`src/verilog/lpmwc_consts.svh`:
```
`ifndef LPMWC_CONSTS_SVH
`define LPMWC_CONSTS_SVH

// Register byte offsets
`define LPMWC_OFF_SCC 8'h00
`define LPMWC_OFF_HS_OSC_CONTROL_REG 8'h04
`define LPMWC_OFF_PAWAKE 8'h08
`define LPMWC_OFF_PBWAKE 8'h0c
`define LPMWC_OFF_STATUS 8'h10
`define LPMWC_OFF_WDTCTL 8'h14

// Register bit fields
`define LPMWC_SCC_SEL_HI 7
`define LPMWC_SCC_SEL_LO 5
`define LPMWC_SCC_FKEEP 1
`define LPMWC_SCC_SKEEP 0
`define LPMWC_HS_OSC_CONTROL_REG_STABLE 1
`define LPMWC_HS_OSC_CONTROL_REG_EN 0
`define LPMWC_STAT_PDF 0
`define LPMWC_STAT_TO 1
`define LPMWC_STAT_MODE_LO 4
`define LPMWC_STAT_MODE_HI 6
`define LPMWC_WDTCTL_EN 0

// Reset values
`define LPMWC_SCC_RST 8'h00
`define LPMWC_HS_EN_RST 1'b1
`define LPMWC_WAKE_EN_RST 8'h00
`define LPMWC_WDT_EN_RST 1'b1

// Clock select code that picks the slow sub clock
`define LPMWC_SEL_SUB 3'h7

// Oscillator settling time and clock period, both in ns
`define LPMWC_CLK_PERIOD_NS 20
`define LPMWC_HS_SETTLE_NS 1000
`define LPMWC_HS_SETTLE_CYC \
   ((`LPMWC_HS_SETTLE_NS + `LPMWC_CLK_PERIOD_NS - 1) / `LPMWC_CLK_PERIOD_NS)

`endif

```
`src/verilog/lpmwc_pkg.sv`:
```
package lpmwc_pkg;

   typedef enum logic [2:0] {
      LPMWC_ST_RUN = 3'b000,
      LPMWC_ST_SLEEP = 3'b001,
      LPMWC_ST_SLOW_ONLY_IDLE_MODE = 3'b010,
      LPMWC_ST_DUAL_CLOCK_IDLE_MODE = 3'b011,
      LPMWC_ST_FAST_ONLY_IDLE_MODE = 3'b100,
      LPMWC_ST_WAKE = 3'b101
   } lpmwc_state_t;

   // Clock gates, sub clock select and divider handed to the clock tree
   typedef struct packed {
      logic fast_on;
      logic sub_on;
      logic low_speed_rc_osc_on;
      logic cpu_on;
      logic sys_from_sub;
      logic [2:0] div_log2;
   } lpmwc_clk_ctl_t;

   typedef struct packed {
      logic wdt;
      logic irq;
      logic pin;
   } lpmwc_cause_t;

endpackage : lpmwc_pkg

```
`src/verilog/lpmwc_top.sv`:
```
`timescale 1ns/100ps
`include "lpmwc_consts.svh"

module lpmwc_top (
   input wire logic clk_i,
   input wire logic rst_i,
   input wire logic [7:0] adr_i,
   input wire logic [31:0] dat_i,
   output logic [31:0] dat_o,
   input wire logic we_i,
   input wire logic [3:0] sel_i,
   input wire logic cyc_i,
   input wire logic stb_i,
   output logic ack_o,
   input wire logic halt_instr_i,
   input wire logic clear_watchdog_instr_i,
   input wire logic [7:0] port_a_i,
   input wire logic [7:0] port_b_i,
   input wire logic [7:0] irq_req_i,
   input wire logic [7:0] irq_en_i,
   input wire logic stack_full_i,
   input wire logic wdt_overflow_i,
   output lpmwc_pkg::lpmwc_clk_ctl_t clk_ctl_o,
   output logic freeze_o,
   output logic powered_down_flag_o,
   output logic watchdog_timeout_flag_o,
   output logic hs_osc_stable_flag_o,
   output logic wdt_clear_o,
   output logic wdt_run_o,
   output logic resume_next_o,
   output logic irq_service_o,
   output logic pc_sp_reset_o,
   output logic [2:0] lp_mode_o
);

   localparam logic [7:0] SETTLE_CYC = 8'(`LPMWC_HS_SETTLE_CYC);
   localparam logic [7:0] SCC_RST = `LPMWC_SCC_RST;

   lpmwc_pkg::lpmwc_state_t state_reg;
   lpmwc_pkg::lpmwc_state_t state_next;
   lpmwc_pkg::lpmwc_cause_t cause_reg;
   lpmwc_pkg::lpmwc_cause_t cause_now;
   lpmwc_pkg::lpmwc_clk_ctl_t clk_next;
   logic [2:0] sys_clk_select_reg;
   logic fast_osc_keep_on_halt_reg;
   logic slow_osc_keep_on_halt_reg;
   logic hs_osc_enable_reg;
   logic [7:0] port_a_wake_enable_reg;
   logic [7:0] port_b_wake_enable_reg;
   logic wdt_enable_reg;
   logic [7:0] port_a_prev_reg;
   logic [7:0] port_b_prev_reg;
   logic [7:0] irq_armed_reg;
   logic [7:0] irq_woke_reg;
   logic fast_on_reg;
   logic [7:0] settle_cnt_reg;
   logic halt_go;
   logic low_power;
   logic wake_any;
   logic bus_req;
   logic fast_needed;
   logic [3:0] clk_code;

   function automatic logic [3:0] clk_decode(input logic [2:0] sel);
      // Returns {from_sub, log2 of divide}
      if (sel == `LPMWC_SEL_SUB) begin
         clk_decode = 4'h8;
      end else begin
         clk_decode = {1'b0, sel};
      end
   endfunction : clk_decode

   assign halt_go = (state_reg == lpmwc_pkg::LPMWC_ST_RUN) && halt_instr_i;
   assign low_power = (state_reg != lpmwc_pkg::LPMWC_ST_RUN)
                      && (state_reg != lpmwc_pkg::LPMWC_ST_WAKE);
   assign bus_req = cyc_i && stb_i && !ack_o;
   assign fast_needed = (sys_clk_select_reg != `LPMWC_SEL_SUB);
   assign clk_code = clk_decode(sys_clk_select_reg);

   always_comb begin
      cause_now.pin = |((port_a_prev_reg & ~port_a_i) & port_a_wake_enable_reg)
                      | |((port_b_prev_reg & ~port_b_i) & port_b_wake_enable_reg);
      cause_now.irq = |(irq_req_i & irq_armed_reg);
      cause_now.wdt = wdt_overflow_i && wdt_enable_reg;
   end
   assign wake_any = low_power && (|cause_now);

   // Mode selection on halt and wake
   always_comb begin
      state_next = state_reg;
      unique case (state_reg)
         lpmwc_pkg::LPMWC_ST_RUN: begin
            if (halt_instr_i) begin
               unique case ({fast_osc_keep_on_halt_reg, slow_osc_keep_on_halt_reg})
                  2'b00: state_next = lpmwc_pkg::LPMWC_ST_SLEEP;
                  2'b01: state_next = lpmwc_pkg::LPMWC_ST_SLOW_ONLY_IDLE_MODE;
                  2'b11: state_next = lpmwc_pkg::LPMWC_ST_DUAL_CLOCK_IDLE_MODE;
                  2'b10: state_next = lpmwc_pkg::LPMWC_ST_FAST_ONLY_IDLE_MODE;
               endcase
            end
         end
         lpmwc_pkg::LPMWC_ST_SLEEP, lpmwc_pkg::LPMWC_ST_SLOW_ONLY_IDLE_MODE,
         lpmwc_pkg::LPMWC_ST_DUAL_CLOCK_IDLE_MODE, lpmwc_pkg::LPMWC_ST_FAST_ONLY_IDLE_MODE: begin
            if (wake_any) begin
               state_next = lpmwc_pkg::LPMWC_ST_WAKE;
            end
         end
         lpmwc_pkg::LPMWC_ST_WAKE: begin
            if (!fast_needed || hs_osc_stable_flag_o) begin
               state_next = lpmwc_pkg::LPMWC_ST_RUN;
            end
         end
         default: state_next = lpmwc_pkg::LPMWC_ST_RUN;
      endcase
   end

   always_ff @(posedge clk_i) begin
      if (rst_i) begin
         state_reg <= lpmwc_pkg::LPMWC_ST_RUN;
      end else begin
         state_reg <= state_next;
      end
   end

   // Clock gating follows the next state so outputs align with state_reg
   always_comb begin
      clk_next.sys_from_sub = clk_code[3];
      clk_next.div_log2 = clk_code[2:0];
      clk_next.cpu_on = 1'b0;
      clk_next.fast_on = hs_osc_enable_reg || fast_needed;
      clk_next.sub_on = 1'b1;
      // sub clock needs the RC oscillator
      clk_next.low_speed_rc_osc_on = 1'b1;
      unique case (state_next)
         lpmwc_pkg::LPMWC_ST_RUN: clk_next.cpu_on = 1'b1;
         lpmwc_pkg::LPMWC_ST_SLEEP: begin
            clk_next.fast_on = 1'b0;
            clk_next.sub_on = 1'b0;
            clk_next.low_speed_rc_osc_on = wdt_enable_reg;
         end
         lpmwc_pkg::LPMWC_ST_SLOW_ONLY_IDLE_MODE: clk_next.fast_on = 1'b0;
         lpmwc_pkg::LPMWC_ST_DUAL_CLOCK_IDLE_MODE: clk_next.fast_on = 1'b1;
         lpmwc_pkg::LPMWC_ST_FAST_ONLY_IDLE_MODE: begin
            clk_next.fast_on = 1'b1;
            clk_next.sub_on = 1'b0;
            clk_next.low_speed_rc_osc_on = wdt_enable_reg;
         end
         lpmwc_pkg::LPMWC_ST_WAKE: clk_next.fast_on = clk_next.fast_on;
         default: clk_next.fast_on = 1'b0;
      endcase
   end

   always_ff @(posedge clk_i) begin
      if (rst_i) begin
         clk_ctl_o <= '0;
         freeze_o <= 1'b0;
         lp_mode_o <= 3'h0;
         fast_on_reg <= 1'b0;
      end else begin
         clk_ctl_o <= clk_next;
         fast_on_reg <= clk_next.fast_on;
         lp_mode_o <= state_next;
         freeze_o <= (state_next != lpmwc_pkg::LPMWC_ST_RUN);
      end
   end

   // stable flag drops on restart, rises after settling
   always_ff @(posedge clk_i) begin
      if (rst_i) begin
         settle_cnt_reg <= 8'h00;
         hs_osc_stable_flag_o <= 1'b0;
      end else if (clk_next.fast_on && !fast_on_reg) begin
         settle_cnt_reg <= 8'h00;
         hs_osc_stable_flag_o <= 1'b0;
      end else if (!clk_next.fast_on) begin
         settle_cnt_reg <= 8'h00;
         hs_osc_stable_flag_o <= 1'b0;
      end else if (settle_cnt_reg < SETTLE_CYC) begin
         settle_cnt_reg <= settle_cnt_reg + 8'h01;
      end else begin
         hs_osc_stable_flag_o <= 1'b1;
      end
   end

   // Wake inputs: pin history and interrupt arming
   always_ff @(posedge clk_i) begin
      if (rst_i) begin
         port_a_prev_reg <= 8'h00;
         port_b_prev_reg <= 8'h00;
         irq_armed_reg <= 8'h00;
      end else begin
         port_a_prev_reg <= port_a_i;
         port_b_prev_reg <= port_b_i;
         if (halt_go) begin
            irq_armed_reg <= ~irq_req_i;
         end
      end
   end

   always_ff @(posedge clk_i) begin
      if (rst_i) begin
         cause_reg <= '0;
         irq_woke_reg <= 8'h00;
      end else if (wake_any) begin
         cause_reg <= cause_now;
         irq_woke_reg <= irq_req_i & irq_armed_reg;
      end
   end

   // Resume actions issued when the core clock returns
   always_ff @(posedge clk_i) begin
      if (rst_i) begin
         resume_next_o <= 1'b0;
         irq_service_o <= 1'b0;
         pc_sp_reset_o <= 1'b0;
      end else begin
         resume_next_o <= 1'b0;
         irq_service_o <= 1'b0;
         pc_sp_reset_o <= 1'b0;
         if ((state_reg == lpmwc_pkg::LPMWC_ST_WAKE)
             && (state_next == lpmwc_pkg::LPMWC_ST_RUN)) begin
            if (cause_reg.wdt) begin
               // only PC and stack pointer reset
               pc_sp_reset_o <= 1'b1;
            end else if (cause_reg.irq
                         && |(irq_woke_reg & irq_en_i) && !stack_full_i) begin
               irq_service_o <= 1'b1;
            end else begin
               resume_next_o <= 1'b1;
            end
         end
      end
   end

   // Status flags; a new event in the clearing cycle wins
   always_ff @(posedge clk_i) begin
      if (rst_i) begin
         powered_down_flag_o <= 1'b0;
         watchdog_timeout_flag_o <= 1'b0;
      end else begin
         // set by halt, cleared by instruction
         if (halt_go) begin
            powered_down_flag_o <= 1'b1;
         end else if (clear_watchdog_instr_i) begin
            powered_down_flag_o <= 1'b0;
         end
         if (wake_any && cause_now.wdt) begin
            watchdog_timeout_flag_o <= 1'b1;
         end else if (halt_go) begin
            watchdog_timeout_flag_o <= 1'b0;
         end
      end
   end

   // watchdog cleared on halt, runs only when enabled
   always_ff @(posedge clk_i) begin
      if (rst_i) begin
         wdt_clear_o <= 1'b0;
         wdt_run_o <= `LPMWC_WDT_EN_RST;
      end else begin
         wdt_clear_o <= halt_go || clear_watchdog_instr_i;
         wdt_run_o <= wdt_enable_reg;
      end
   end

   // Register writes; honoured in every state when byte lane 0 is selected
   always_ff @(posedge clk_i) begin
      if (rst_i) begin
         sys_clk_select_reg <= SCC_RST[`LPMWC_SCC_SEL_HI:`LPMWC_SCC_SEL_LO];
         fast_osc_keep_on_halt_reg <= SCC_RST[`LPMWC_SCC_FKEEP];
         slow_osc_keep_on_halt_reg <= SCC_RST[`LPMWC_SCC_SKEEP];
         hs_osc_enable_reg <= `LPMWC_HS_EN_RST;
         port_a_wake_enable_reg <= `LPMWC_WAKE_EN_RST;
         port_b_wake_enable_reg <= `LPMWC_WAKE_EN_RST;
         wdt_enable_reg <= `LPMWC_WDT_EN_RST;
      end else if (bus_req && we_i && sel_i[0]) begin
         unique case (adr_i)
            `LPMWC_OFF_SCC: begin
               sys_clk_select_reg <= dat_i[`LPMWC_SCC_SEL_HI:`LPMWC_SCC_SEL_LO];
               fast_osc_keep_on_halt_reg <= dat_i[`LPMWC_SCC_FKEEP];
               slow_osc_keep_on_halt_reg <= dat_i[`LPMWC_SCC_SKEEP];
            end
            `LPMWC_OFF_HS_OSC_CONTROL_REG: hs_osc_enable_reg <= dat_i[`LPMWC_HS_OSC_CONTROL_REG_EN];
            `LPMWC_OFF_PAWAKE: port_a_wake_enable_reg <= dat_i[7:0];
            `LPMWC_OFF_PBWAKE: port_b_wake_enable_reg <= dat_i[7:0];
            `LPMWC_OFF_WDTCTL: wdt_enable_reg <= dat_i[`LPMWC_WDTCTL_EN];
            default: wdt_enable_reg <= wdt_enable_reg;
         endcase
      end
   end

   // Wishbone answer one cycle after the request; unmapped reads give zero
   always_ff @(posedge clk_i) begin
      if (rst_i) begin
         ack_o <= 1'b0;
         dat_o <= 32'h0000_0000;
      end else begin
         ack_o <= bus_req;
         dat_o <= 32'h0000_0000;
         if (bus_req && !we_i) begin
            unique case (adr_i)
               `LPMWC_OFF_SCC: begin
                  dat_o[`LPMWC_SCC_SEL_HI:`LPMWC_SCC_SEL_LO] <= sys_clk_select_reg;
                  dat_o[`LPMWC_SCC_FKEEP] <= fast_osc_keep_on_halt_reg;
                  dat_o[`LPMWC_SCC_SKEEP] <= slow_osc_keep_on_halt_reg;
               end
               `LPMWC_OFF_HS_OSC_CONTROL_REG: begin
                  dat_o[`LPMWC_HS_OSC_CONTROL_REG_STABLE] <= hs_osc_stable_flag_o;
                  dat_o[`LPMWC_HS_OSC_CONTROL_REG_EN] <= hs_osc_enable_reg;
               end
               `LPMWC_OFF_PAWAKE: dat_o[7:0] <= port_a_wake_enable_reg;
               `LPMWC_OFF_PBWAKE: dat_o[7:0] <= port_b_wake_enable_reg;
               `LPMWC_OFF_STATUS: begin
                  dat_o[`LPMWC_STAT_PDF] <= powered_down_flag_o;
                  dat_o[`LPMWC_STAT_TO] <= watchdog_timeout_flag_o;
                  dat_o[`LPMWC_STAT_MODE_HI:`LPMWC_STAT_MODE_LO] <= lp_mode_o;
               end
               `LPMWC_OFF_WDTCTL: dat_o[`LPMWC_WDTCTL_EN] <= wdt_enable_reg;
               default: dat_o <= 32'h0000_0000;
            endcase
         end
      end
   end

   localparam int WAKE_MAX = 60;
endmodule : lpmwc_top

```
`config.mk`:
```
export PLATFORM = sky130hd
export DESIGN_NAME = lpmwc_top
export DESIGN_NICKNAME = d
export VERILOG_FILES = /design/src/verilog/lpmwc_pkg.sv /design/src/verilog/lpmwc_top.sv
export VERILOG_INCLUDE_DIRS = /design/src /design/src/verilog
export SDC_FILE = /design/constraint.sdc
export NUM_CORES = 1
export LEC_CHECK = 0
export ABC_CLOCK_PERIOD_IN_PS = 4100
export BUFFER_PORTS_ARGS = -buffer_cell sky130_fd_sc_hd__clkbuf_2
export CAP_MARGIN = 0
export CORE_MARGIN = 10
export CORE_UTILIZATION = 54
export DETAILED_ROUTE_END_ITERATION = 6
export GPL_TIMING_DRIVEN = 1
export PLACE_DENSITY = 0.82
export SLEW_MARGIN = 0
export SYNTH_ARGS = -nofsm -noshare
export SYNTH_HDL_FRONTEND = slang
export SYNTH_SLANG_ARGS = --single-unit
export TNS_END_PERCENT = 100
```
`constraint.sdc`:
```
create_clock -name clk_i -period 4.1 [get_ports clk_i]
set_input_delay 0.205 -clock clk_i [delete_from_list [all_inputs] [get_ports clk_i]]
set_output_delay 0.205 -clock clk_i [all_outputs]
set_load 0.005 [all_outputs]
```
After elaboration in Yosys (flattened, before gate mapping)
Index checks and enable logic that the tools add are counted.
W data, S select, Z words.
{"block": "word_totals", "register_bits": 118, "output_inout_bits": 53, "wordCells": 139}
{"block": "op_classes", "addsub": 1, "n_lt_le_gt_ge": 1, "eq_ne": 20, "muxes": 22, "n_bitwise": 13, "n_reduce_logical": 49}
{"operator": "$and A8 B8 Y8", "count": 6}
{"operator": "$reduce_or A8 Y1", "count": 4}
{"operator": "$not A8 Y8", "count": 3}
{"operator": "$eq A8 B4 Y1 const B", "count": 2}
{"operator": "$eq A8 B5 Y1 const B", "count": 2}
{"operator": "$eq A3 B3 Y1 const B", "count": 5}
{"operator": "$logic_and A1 B1 Y1", "count": 14}
{"operator": "$pmux W3 S4", "count": 1}
{"operator": "$reduce_or A2 Y1", "count": 6}
{"operator": "$reduce_and A2 Y1", "count": 5}
{"operator": "$reduce_or A10 Y1", "count": 1}
{"operator": "$eq A3 B2 Y1 const B", "count": 3}
{"operator": "$mux W3", "count": 3}
{"operator": "$pmux W3 S3", "count": 1}
{"operator": "$add A8 B1 Y8 const B", "count": 1}
{"operator": "$eq A8 B3 Y1 const B", "count": 1}
{"operator": "$logic_not A8 Y1", "count": 1}
{"operator": "$lt A8 B6 Y1 const B", "count": 1}
{"operator": "$mux W1", "count": 8}
{"operator": "$pmux W2 S4", "count": 1}
{"operator": "$eq A3 B1 Y1 const B", "count": 2}
{"operator": "$logic_not A3 Y1", "count": 2}
{"operator": "$ne A3 B3 Y1 const B", "count": 2}
{"operator": "$pmux W1 S3", "count": 2}
{"operator": "17 further kinds", "count": 29}

Depth between registers and ports, before layout
Gate-level depths: netlist (run 1).
{"block": "logic_depth", "depth_word": 14, "depth_mapped": 10, "mapped_depth_nobuf": 9}

Worst setup path after synthesis (run 1)
Ideal clock, no wire load.
{"block": "synth_timing", "path_kind": "register to register", "from": "register, netlist name lp_mode_o[2]", "to": "register fast_on_reg", "arrival_ps": 1799, "t_required_ps": 4029, "setup_slack_ps": 2230, "path_stages_with_launch": 10, "path_buffers": 3, "path_cell_list": "dfxtp_1 > buf_4 > nor3_2 > and2_1 > buf_4 > a21oi_1 > and2_4 > or3b_1 > buf_6 > a21oi_1"}
{"item": "to (signal assigned)", "line": "lpmwc_top.sv:161", "source": "fast_on_reg <= clk_next.fast_on;"}
{"item": "to (decl)", "line": "lpmwc_top.sv:55", "source": "logic fast_on_reg;"}

==> flow_metrics.py, run 1 <==
metrics = {
    "run_status": {
        "status": "finished, final reports clean",
    },
    "placed_design": {
        "gp_congestion": 0.864,
        "port_buffer_count": 86,
        "dpl_worst_slack_ps": 1670,
        "post_dp_hpwl_um": 7430,
    },
    "clock_tree": {
        "worstSkewPairLatency_ps": 360,
        "clock_tree.buffer_depth": 2,
        "ctsRootBufferMaster": "clkbuf_8",
        "cts_repair_resize_count": 0,
        "post_cts_buffers": 0,
        "cts_tree": "built",
        "post_cts_hold_buffer_count": 0,
        "clkSinkCount": 94,
        "htree_num_levels": 3,
        "cts_made_buffers": 9,
        "cts.clk_slew.worst_paths_ps": 90,
    },
    "pwr": {
        "leakage_dissipation_uw": 0.00195,
        "power_density_nw_per_um2": 418,
        "ir_drop_mv": 0.276,
    },
    "min_path": {
        "worstHoldStart": "irq_req_i[3]",
        "hold_depth": 2,
        "min-delay-path-class": "primary input to register",
        "worstHoldEndpoint": "irq_armed_reg[3]$_SDFFE_PP0P_",
    },
    "critical_path": {
        "reg2reg_from": "lp_mode_o[2]$_SDFF_PP0_",
        "critical_path.slowest_cell": "and2_1",
        "regToRegSetupSlack_ps": 1560,
        "setup.worst_path.end_class": "register",
        "crit_type": "register to register",
        "critical_path.max_fanout": 19,
        "critical_path_buf_inv_count": 0,
        "arrival_ps": 2820,
        "worst_path_dominant_cell_family": "simple AND/OR/NAND/NOR gates",
        "cp_cell_sequence": "nor3_2 > and2_1 > a21oi_1 > nand4_1 > nand2_1 > or3b_1 > a21oi_1",
        "timing.critical_path.slowest_cell_delay_ps": 580,
        "cell_count_of_the_worst_reg_to_reg_path": 7,
        "rr_endpoint": "fast_on_reg$_SDFF_PP0_",
        "crit_required_ps": 4380,
        "timing.critical_path.from_type": "register",
        "cp_common_cell": "a21oi_1",
    },
    "floorplan": {
        "number_of_placed_i_o_pins": 138,
        "placement_rows": 31,
        "fp.dieArea_um2": 11300,
        "initial_core_util_pct": 55.3,
        "fp.dieW_um": 106,
        "die_height_um": 106,
        "floorplan.core_area_um2": 7250,
    },
    "layout": {
        "drive_gt1_share_pct": 21.3,
        "nNetsFinal": 604,
        "regArea_um2": 1880,
        "multi_input_area_um2": 1880,
        "filler_cell_count": 617,
        "area_delta_synth_final_pct": 14.2,
        "num_antenna_cells": 0,
    },
    "timing": {
        "skew_final_ps": 12.0,
        "report.final.setup_viol": 0,
        "worst_slew_margin_rel_pct": 53.4,
        "fmax_mhz": 394,
        "hold_viol": 0,
        "final_max_slew_viol_count": 0,
        "finalCritPeriodShare_pct": 61.9,
        "worstMarginPinSlew_ps": 695,
        "setup-tns-final_ps": 0,
        "post-route-worst-setup-slack_ps": 1560,
        "period_needed_ps": 2540,
        "grt_setup_unrepaired": "false",
    },
    "global_route": {
        "grt_antenna_before_repair": 0,
        "grt_pass1_wl_um": 16200,
        "grt_usage_pct": 17.3,
        "grt_overflow_total": 0,
        "grt_start_max_net_pins": 72,
        "vias_in_the_first_global_route": 3304,
    },
    "synth": {
        "syn_inst": 439,
        "dominantRegCellSynth": "dfxtp_1",
        "synthesis.yosys.warnings": 0,
        "netlist-cell-type-count": 50,
        "syn-mean-instance-area_um2": 9.14,
        "ys_seq_area_share_pct": 46.9,
        "synth_edf_count": 0,
        "async_flop_share_pct": 0,
        "number_of_synthesized_register_bits": 94,
        "mappedNetlistArea_um2": 4010,
    },
    "detailed_routing": {
        "firstDrtPassIters": 4,
        "route.antenna.remaining_nets": 0,
        "wl_um": 9850,
        "vias_per_cell": 5.36,
        "drt-wirelength-per-cell_um": 16.0,
        "dr_total_vias": 3304,
        "drt_first_iter_violations": 216,
        "drcViolationCount": 0,
    },
    "run": {
        "cap_violations": 0,
    },
}
-- cells in the final DEF (no fill, tap or decap), types with 2 or more instances in the layout --
cell type,instances
dfxtp_1,94
o21ai_0,4
nand3_1,14
a21oi_1,32
nor2b_1,18
a31oi_1,2
nor2_1,56
nand4_1,9
a211oi_1,12
mux2i_1,30
bufinv_16,2
clkbuf_8,9
clkbuf_2,86
nand2b_1,13
a221oi_1,3
nor3_1,6
a22oi_1,8
xor2_1,3
conb_1,24
ha_1,5
nor3_2,2
nand2_1,21
and3_1,3
nor4_1,3
nand3b_1,17
xnor2_1,3
inv_1,13
-- synth_stat cells (2+ instances only) --
library cell  number  area (um2)
nand2_1           21        78.8
nor4_1             3        18.8
and3_1             3        18.8
a211oi_1          12        90.1
nand3_1           14        70.1
ha_1               5        62.6
a22oi_1            8        60.1
o21ai_0            4        20.0
nand4_1            9        56.3
nor2_1            56         210
nor2b_1           18         113
a21oi_1           32         160
nor3_2             2        20.0
xnor2_1            3        26.3
nand3b_1          17         128
mux2i_1           30         300
nand2b_1          13        81.3
xor2_1             3        26.3
inv_1             13        48.8
dfxtp_1           94        1880
a31oi_1            2        12.5
a221oi_1           3        26.3
nor3_1             6        30.0
clkbuf_1          15        56.3
buf_4             28         210
-- cell type report --
type,instances,area share [%]
timing repair buffer,87,9.55
multi-input combinational,309,41.1
tap,99,2.70
inverter,13,1.06
clock buffer,9,2.70
sequential,94,41.0
clock inverter,5,1.86
-- per-stage QoR --
| stage | power, uW | instance area [um2] | cells | hold slack (ps) | util (%) |
|---|---|---|---|---|---|
| detailed placement | 1280 | 4380 | 602 | 428 | 60.3 |
| global placement | 1270 | 4380 | 602 | 420 | 60.3 |
| floorplan | 1210 | 4100 | 462 | 301 | - |
| finish | 1920 | 4580 | 616 | 46.2 | 63.2 |
| global route | 2010 | 4580 | 616 | 47.0 | 63.2 |
| CTS | 1920 | 4580 | 616 | 39.9 | 63.2 |
-- cells by family after synthesis --
logic type      after synthesis  synth area share (%)
fa+ha+maj                     5                  1.56
flops                        94                  46.9
simple gates                171                  22.4
xor+xnor                      6                  1.31
other cells                   1                0.0934
buf+inv                      59                  8.35
compound gates               72                  11.7
mux                          31                  7.76
-- how the worst max path moves through the flow --
stage,cells past startpoint,end,startpoint,slack [ps]
after floorplan,9,fast_on_reg$_SDFF_PP0_,lp_mode_o[2]$_SDFF_PP0_,2230
after global placement,7,fast_on_reg$_SDFF_PP0_,lp_mode_o[2]$_SDFF_PP0_,1740
after detailed placement,7,settle_cnt_reg[3]$_SDFFE_PP0N_,lp_mode_o[2]$_SDFF_PP0_,1670
after CTS,7,fast_on_reg$_SDFF_PP0_,lp_mode_o[2]$_SDFF_PP0_,1630
after global routing,7,settle_cnt_reg[4]$_SDFFE_PP0N_,lp_mode_o[2]$_SDFF_PP0_,1350
final,7,fast_on_reg$_SDFF_PP0_,lp_mode_o[2]$_SDFF_PP0_,1560
-- worst reg2reg max path, stage by stage (launching register included) --
cell     delay (ps)
dfxtp_1         440
nor3_2          230
and2_1          580
a21oi_1         170
nand4_1         150
nand2_1         160
or3b_1          550
a21oi_1         190
-- power breakdown --
part	total (uW)	switching, uW	internal (uW)
sequential	998	36.7	961
clock	651	311	340
combinational	268	158	110
total	1920	506	1410
-- routing by layer --
metal | up-vias | part of all wire (%) | track usage (%) | wire length (um)
met5 | - | 0 | 0 | 0
met4 | 0 | 1.4 | 5.80 | 141
met3 | 13 | 9.5 | 6.58 | 935
met2 | 137 | 48 | 28.1 | 4720
met1 | 1539 | 41 | 20.5 | 4060
li1 | 1615 | - | - | -
Power figures use the tool's default switching activity.
==> inputs of run 2 (changes only) <==
Settings changed: ABC_CLOCK_PERIOD_IN_PS 4100 to 2130, CORE_UTILIZATION 54 to 45, PLACE_DENSITY 0.82 to 0.73.
Clock period 4.1 ns to 2.13 ns, I/O delays scaled along.
==> run 2 against run 1 <==
Net effect: clock power is 97% higher; core utilization is 5.3 points lower; non-clock buffer count is 44 higher; total power is 98% higher; worst hold slack worse by 24 ps; sequential share of layout area is 3.8 points lower; sequential power is 90% higher; worst setup slack worse by 1500 ps; wire length is 4.8% higher; register-to-register slack worse by 1400 ps; critical endpoint is now settle_cnt_reg[3]$_SDFFE_PP0N_; largest power group unchanged.
==> flow_metrics.py, run 2 (same netlist as run 1, synthesis figures left out) <==
metrics = {
    "timing": {
        "worstMarginPinSlew_ps": 597,
        "report.final.setup_viol": 0,
        "finalCritPeriodShare_pct": 96.1,
        "fmax_mhz": 488,
        "worst_slew_margin_rel_pct": 60.2,
        "post-route-worst-setup-slack_ps": 82.8,
        "fin_hold_ws_ps": 22.2,
        "hold_viol": 0,
        "final_max_slew_viol_count": 0,
        "period_needed_ps": 2050,
        "skew_final_ps": 7.55,
    },
    "pwr": {
        "power_density_nw_per_um2": 753,
        "ir_drop_mv": 0.375,
        "leakage_dissipation_uw": 0.00216,
    },
    "clock_tree": {
        "clkSinkCount": 94,
        "ctsRootBufferMaster": "clkbuf_8",
        "cts_made_buffers": 9,
        "clock_tree.buffer_depth": 2,
        "cts.clk_slew.worst_paths_ps": 90,
        "worstSkewPairLatency_ps": 370,
        "cts_tree": "built",
        "htree_num_levels": 3,
    },
    "critical_path": {
        "startpoint": "irq_req_i[1]",
        "reg2reg_from": "irq_armed_reg[1]$_SDFFE_PP0P_",
        "timing.critical_path.from_type": "primary input",
        "setup.worst_path.end_class": "register",
        "critPathCapture": "settle_cnt_reg[3]$_SDFFE_PP0N_",
        "arrival_ps": 2350,
        "cell_count_of_the_worst_reg_to_reg_path": 7,
        "timing.critical_path.slowest_cell_delay_ps": 550,
        "critical_path.slowest_cell": "dlygate4sd3_1",
        "rr_endpoint": "settle_cnt_reg[3]$_SDFFE_PP0N_",
        "crit_required_ps": 2430,
        "regToRegSetupSlack_ps": 160,
        "crit_type": "primary input to register",
        "critical_path.max_fanout": 8,
        "cp_cell_sequence": "dlygate4sd3_1 > clkbuf_2 > a22oi_1 > nand2_1 > nor3_4 > nand3_1 > o32a_4 > or3b_4 > a21oi_1",
    },
    "detailed_routing": {
        "drt-wirelength-per-cell_um": 15.4,
        "wl_um": 10300,
        "firstDrtPassIters": 4,
        "route.antenna.remaining_nets": 0,
        "vias_per_cell": 5.13,
        "dr_total_vias": 3443,
        "drt_first_iter_violations": 144,
        "drcViolationCount": 0,
    },
    "layout": {
        "layout.cells.most_common": "dfxtp_1",
        "regArea_um2": 1880,
        "nNetsFinal": 649,
        "filler_cell_count": 781,
        "num_antenna_cells": 0,
        "most-common-layout-cells": "93 x dfxtp_1, 86 x clkbuf_2, 56 x nor2_1, 32 x a21oi_1, 30 x mux2i_1",
        "area_delta_synth_final_pct": 25.8,
        "multi_input_area_um2": 1930,
        "drive_gt1_share_pct": 23.6,
    },
    "floorplan": {
        "number_of_placed_i_o_pins": 138,
        "die_height_um": 114,
        "initial_core_util_pct": 46.0,
        "floorplan.core_area_um2": 8720,
        "placement_rows": 34,
        "fp.dieW_um": 114,
        "fp.dieArea_um2": 13100,
    },
    "placed_design": {
        "port_buffer_count": 86,
        "post_dp_hpwl_um": 7830,
        "gp_congestion": 0.835,
        "dpl_worst_slack_ps": -11.5,
    },
    "global_route": {
        "grt_usage_pct": 15.3,
        "grt_overflow_total": 0,
        "grt_antenna_before_repair": 0,
        "vias_in_the_first_global_route": 3442,
        "grt_start_max_net_pins": 49,
        "grt_pass1_wl_um": 16300,
    },
    "run": {
        "cap_violations": 0,
    },
    "min_path": {
        "min-delay-path-class": "primary input to register",
    },
    "run_status": {
        "status": "finished, final reports clean",
    },
}
==> run 2: changes by cell type in the layout (fill, tap and decap cells not counted), sizes merged <==
cell         change
buf             +16
dlygate4sd3     +28
clkbuf           +1
clkinv           -1
or3b             +1
clkinvlp         +1
==> run 2: final cells by class <==
type | count | share of cell area [%]
repair buffers | 131 | 16.6
clock inverters | 5 | 1.66
well taps | 108 | 2.68
inverters | 13 | 0.966
flip-flops and latches | 94 | 37.3
clock buffers | 10 | 2.53
multi-input cells | 310 | 38.3
==> run 2: timing repair <==
item | in CTS | in global routing
gates resized for setup | 2 | 7
gates cloned | 0 | 1
endpoints found under the setup margin | 10 | 18
hold buffers | 28 | 0
pin swaps | 0 | 5
endpoints found under the hold margin | 30 | 0
setup buffers | 0 | 1
==> run 2: routing by layer <==
| layer | track usage, % | share of wire, % | vias to the layer above |
|---|---|---|---|
| li1 | - | - | 1705 |
| met1 | 17.7 | 42 | 1615 |
| met2 | 25.3 | 47 | 99 |
| met3 | 4.40 | 7.8 | 24 |
| met4 | 7.35 | 2.8 | 0 |
| met5 | 0 | 0 | - |
==> run 2: where the power goes <==
part           switching [uW]  total, uW  leakage (uW)  internal, uW
Combinational             348        620       0.00129           272
Sequential               51.7       1900      0.000767          1850
Clock                     623       1280     0.0000990           659
Total                    1020       3800       0.00216          2780
==> run 2: critical path, delay by kind of cell <==
| kind | cells | cell delay (ps) |
|---|---|---|
| AND/OR/NAND/NOR | 4 | 970 |
| buffers and inverters | 2 | 680 |
| AO/OA/AOI/OAI | 3 | 590 |
==> run 2: worst min path at each step <==
stage	from	end	depth (start not counted)
floorplan	irq_req_i[0]	irq_armed_reg[0]$_SDFFE_PP0P_	1
global placement	irq_req_i[1]	irq_armed_reg[1]$_SDFFE_PP0P_	2
detailed placement	irq_req_i[1]	irq_armed_reg[1]$_SDFFE_PP0P_	2
CTS	dat_i[5]	port_b_wake_enable_reg[5]$_SDFFE_PP0P_	3
global route	dat_i[5]	port_b_wake_enable_reg[5]$_SDFFE_PP0P_	3
finish	dat_i[5]	port_b_wake_enable_reg[5]$_SDFFE_PP0P_	3
==> run 2: through the flow <==
step	power, uW	cells	setup TNS, ps	instance area (um2)	utilization (%)
after floorplan	2330	462	0	4100	-
after global placement	2460	626	0	4500	51.6
after detailed placement	2490	626	-26.7	4500	51.6
after CTS	3810	669	0	5000	57.3
after global routing	3980	671	-28.2	5050	57.9
final	3800	671	0	5050	57.9
==> inputs of run 3 (changes only) <==
Settings changed: SETUP_SLACK_MARGIN set to 0.4.
==> run 3 against run 2 <==
Net effect: count of clock-buffer cells in the layout down 1; global-route usage grew 0.48 points; core utilization rose by 4.5 points; register-to-register slack got worse by 30 ps; critical endpoint is now settle_cnt_reg[5]$_SDFFE_PP0N_; largest power group unchanged; highest routed layer unchanged.
==> flow_metrics.py, run 3 (same netlist as run 1, synthesis figures left out) <==
metrics = {
    "run_status": {
        "status": "finished, final reports clean",
    },
    "placed_design": {
        "post_dp_cell_area_um2": 4490,
        "port_buffer_count": 86,
        "gp_congestion": 0.854,
        "dpl_worst_slack_ps": 12.3,
        "post_dp_hpwl_um": 7730,
        "post-place-cells": 621,
    },
    "detailed_routing": {
        "drt_first_iter_violations": 238,
        "vias_per_cell": 5.25,
        "wl_um": 11400,
        "dr_total_vias": 3591,
        "drcViolationCount": 0,
        "drt-wirelength-per-cell_um": 16.7,
        "firstDrtPassIters": 4,
        "route.antenna.remaining_nets": 0,
    },
    "critical_path": {
        "crit_required_ps": 2420,
        "arrival_ps": 2290,
        "critical_path_buf_inv_count": 0,
        "setup.worst_path.end_class": "register",
        "crit_type": "register to register",
        "critical_path.slowest_cell": "or3b_4",
        "timing.critical_path.slowest_cell_delay_ps": 440,
        "timing.critical_path.from_type": "register",
        "worst_path_dominant_cell_family": "simple AND/OR/NAND/NOR gates",
        "critical_path.max_fanout": 5,
        "cp_cell_sequence": "nand3b_1 > nand4_1 > a211oi_2 > a311o_2 > and2_4 > or3b_4 > a21oi_2",
    },
    "timing": {
        "grt_setup_unrepaired": "true",
        "hold_viol": 0,
        "fmax_mhz": 500,
        "post-route-worst-setup-slack_ps": 130,
        "final_max_slew_viol_count": 0,
        "finalCritPeriodShare_pct": 93.9,
        "report.final.setup_viol": 0,
        "period_needed_ps": 2000,
        "worst_slew_margin_rel_pct": 57.5,
        "setup-tns-final_ps": 0,
        "skew_final_ps": 17.7,
        "worstMarginPinSlew_ps": 636,
    },
    "layout": {
        "filler_cell_count": 708,
        "post-route-cell-area_um2": 5440,
        "layout.cells.most_common": "clkbuf_2",
        "post-route-util_pct": 62.4,
        "area_delta_synth_final_pct": 35.6,
        "most-common-layout-cells": "86 x clkbuf_2, 81 x dfxtp_1, 53 x nor2_1, 30 x mux2i_1, 27 x dlygate4sd3_1",
        "nNetsFinal": 662,
        "drive_gt1_share_pct": 34.2,
        "final_cell_count_without_fillers": 684,
        "num_antenna_cells": 0,
    },
    "clock_tree": {
        "clock_tree.buffer_depth": 2,
        "cts.clk_slew.worst_paths_ps": 100,
        "clkSinkCount": 94,
        "htree_num_levels": 3,
        "worstSkewPairLatency_ps": 370,
        "cts_tree": "built",
        "ctsRootBufferMaster": "clkbuf_8",
        "cts_made_buffers": 9,
    },
    "floorplan": {
        "floorplan.core_area_um2": 8720,
        "fp.dieArea_um2": 13100,
        "die_height_um": 114,
        "number_of_placed_i_o_pins": 138,
        "placement_rows": 34,
        "initial_core_util_pct": 46.0,
        "fp.dieW_um": 114,
    },
    "global_route": {
        "grt_usage_pct": 15.8,
        "grt_pass1_wl_um": 16800,
        "grt_overflow_total": 0,
        "grt_antenna_before_repair": 0,
        "grt_start_max_net_pins": 41,
        "vias_in_the_first_global_route": 3465,
    },
    "min_path": {
        "min-delay-path-class": "primary input to register",
    },
    "pwr": {
        "power_density_nw_per_um2": 763,
        "ir_drop_mv": 0.352,
        "leakage_dissipation_uw": 0.00229,
    },
    "run": {
        "cap_violations": 0,
    },
}
-- run 3: cell count changes in the layout (fill, tap and decap cells not counted), moves of 3 or more --
cell | previous run | this run
dfxtp_1 | 93 | 81
a21oi_2 | 0 | 14
a21oi_1 | 32 | 18
o21a_4 | 0 | 3
inv_2 | 0 | 4
nand3_1 | 14 | 11
nand3_2 | 0 | 3
inv_1 | 13 | 9
buf_6 | 0 | 11
nor2_1 | 56 | 53
dfxtp_2 | 1 | 11
-- run 3: worst paths after layout --
path,from,end,slack [ps],cells after the start
setup reg to reg,port_b_wake_enable_reg[7]$_SDFFE_PP0P_,settle_cnt_reg[5]$_SDFFE_PP0N_,130,7
hold reg to reg,settle_cnt_reg[6]$_SDFFE_PP0N_,settle_cnt_reg[6]$_SDFFE_PP0N_,460,2
setup / recovery,port_b_wake_enable_reg[7]$_SDFFE_PP0P_,settle_cnt_reg[5]$_SDFFE_PP0N_,130,7
hold / removal,irq_req_i[1],irq_woke_reg[1]$_SDFFE_PP0P_,10,3
-- run 3: tightest hold or removal path: stages --
cell,delay [ps]
clkbuf_2,110
nand3_1,80
a21oi_1,50
-- run 3: cell type report --
class	count	area, um2	area share (%)
Multi-Input combinational cell	312	2150	39.6
Timing Repair Buffer	142	985	18.1
Clock buffer	9	124	2.28
Sequential cell	94	1900	35.0
Clock inverter	6	92.6	1.70
Inverter	13	48.8	0.897
Tap cell	108	135	2.48
-- run 3: layer usage --
layer	part of all wire, %	global-route usage [%]	wire (um)
met5	0	0	0
met3	7.7	4.77	883
met1	42	18.9	4760
met4	2.0	6.68	231
met2	49	25.6	5560
-- run 3: timing repair --
action	4_1_cts	5_1_grt
resized for setup	20	51
hold buffers	27	0
setup buffers	6	12
pin swaps	10	23
hold endpoints to repair	28	0
gates cloned	1	2
setup endpoints to repair	32	46
-- run 3: through the flow --
stage	total power, uW	hold slack [ps]
6_report	4150	13.4
5_1_grt	4320	7.80
4_1_cts	3870	1.53
3_5_place_dp	2490	326
3_3_place_gp	2470	322
2_1_floorplan	2350	202
-- run 3: where the power goes --
group / internal, uW / switching (uW) / leakage (uW)
Clock: 663 / 628 / 0.000102
Combinational: 460 / 479 / 0.00141
Sequential: 1850 / 69.4 / 0.000773
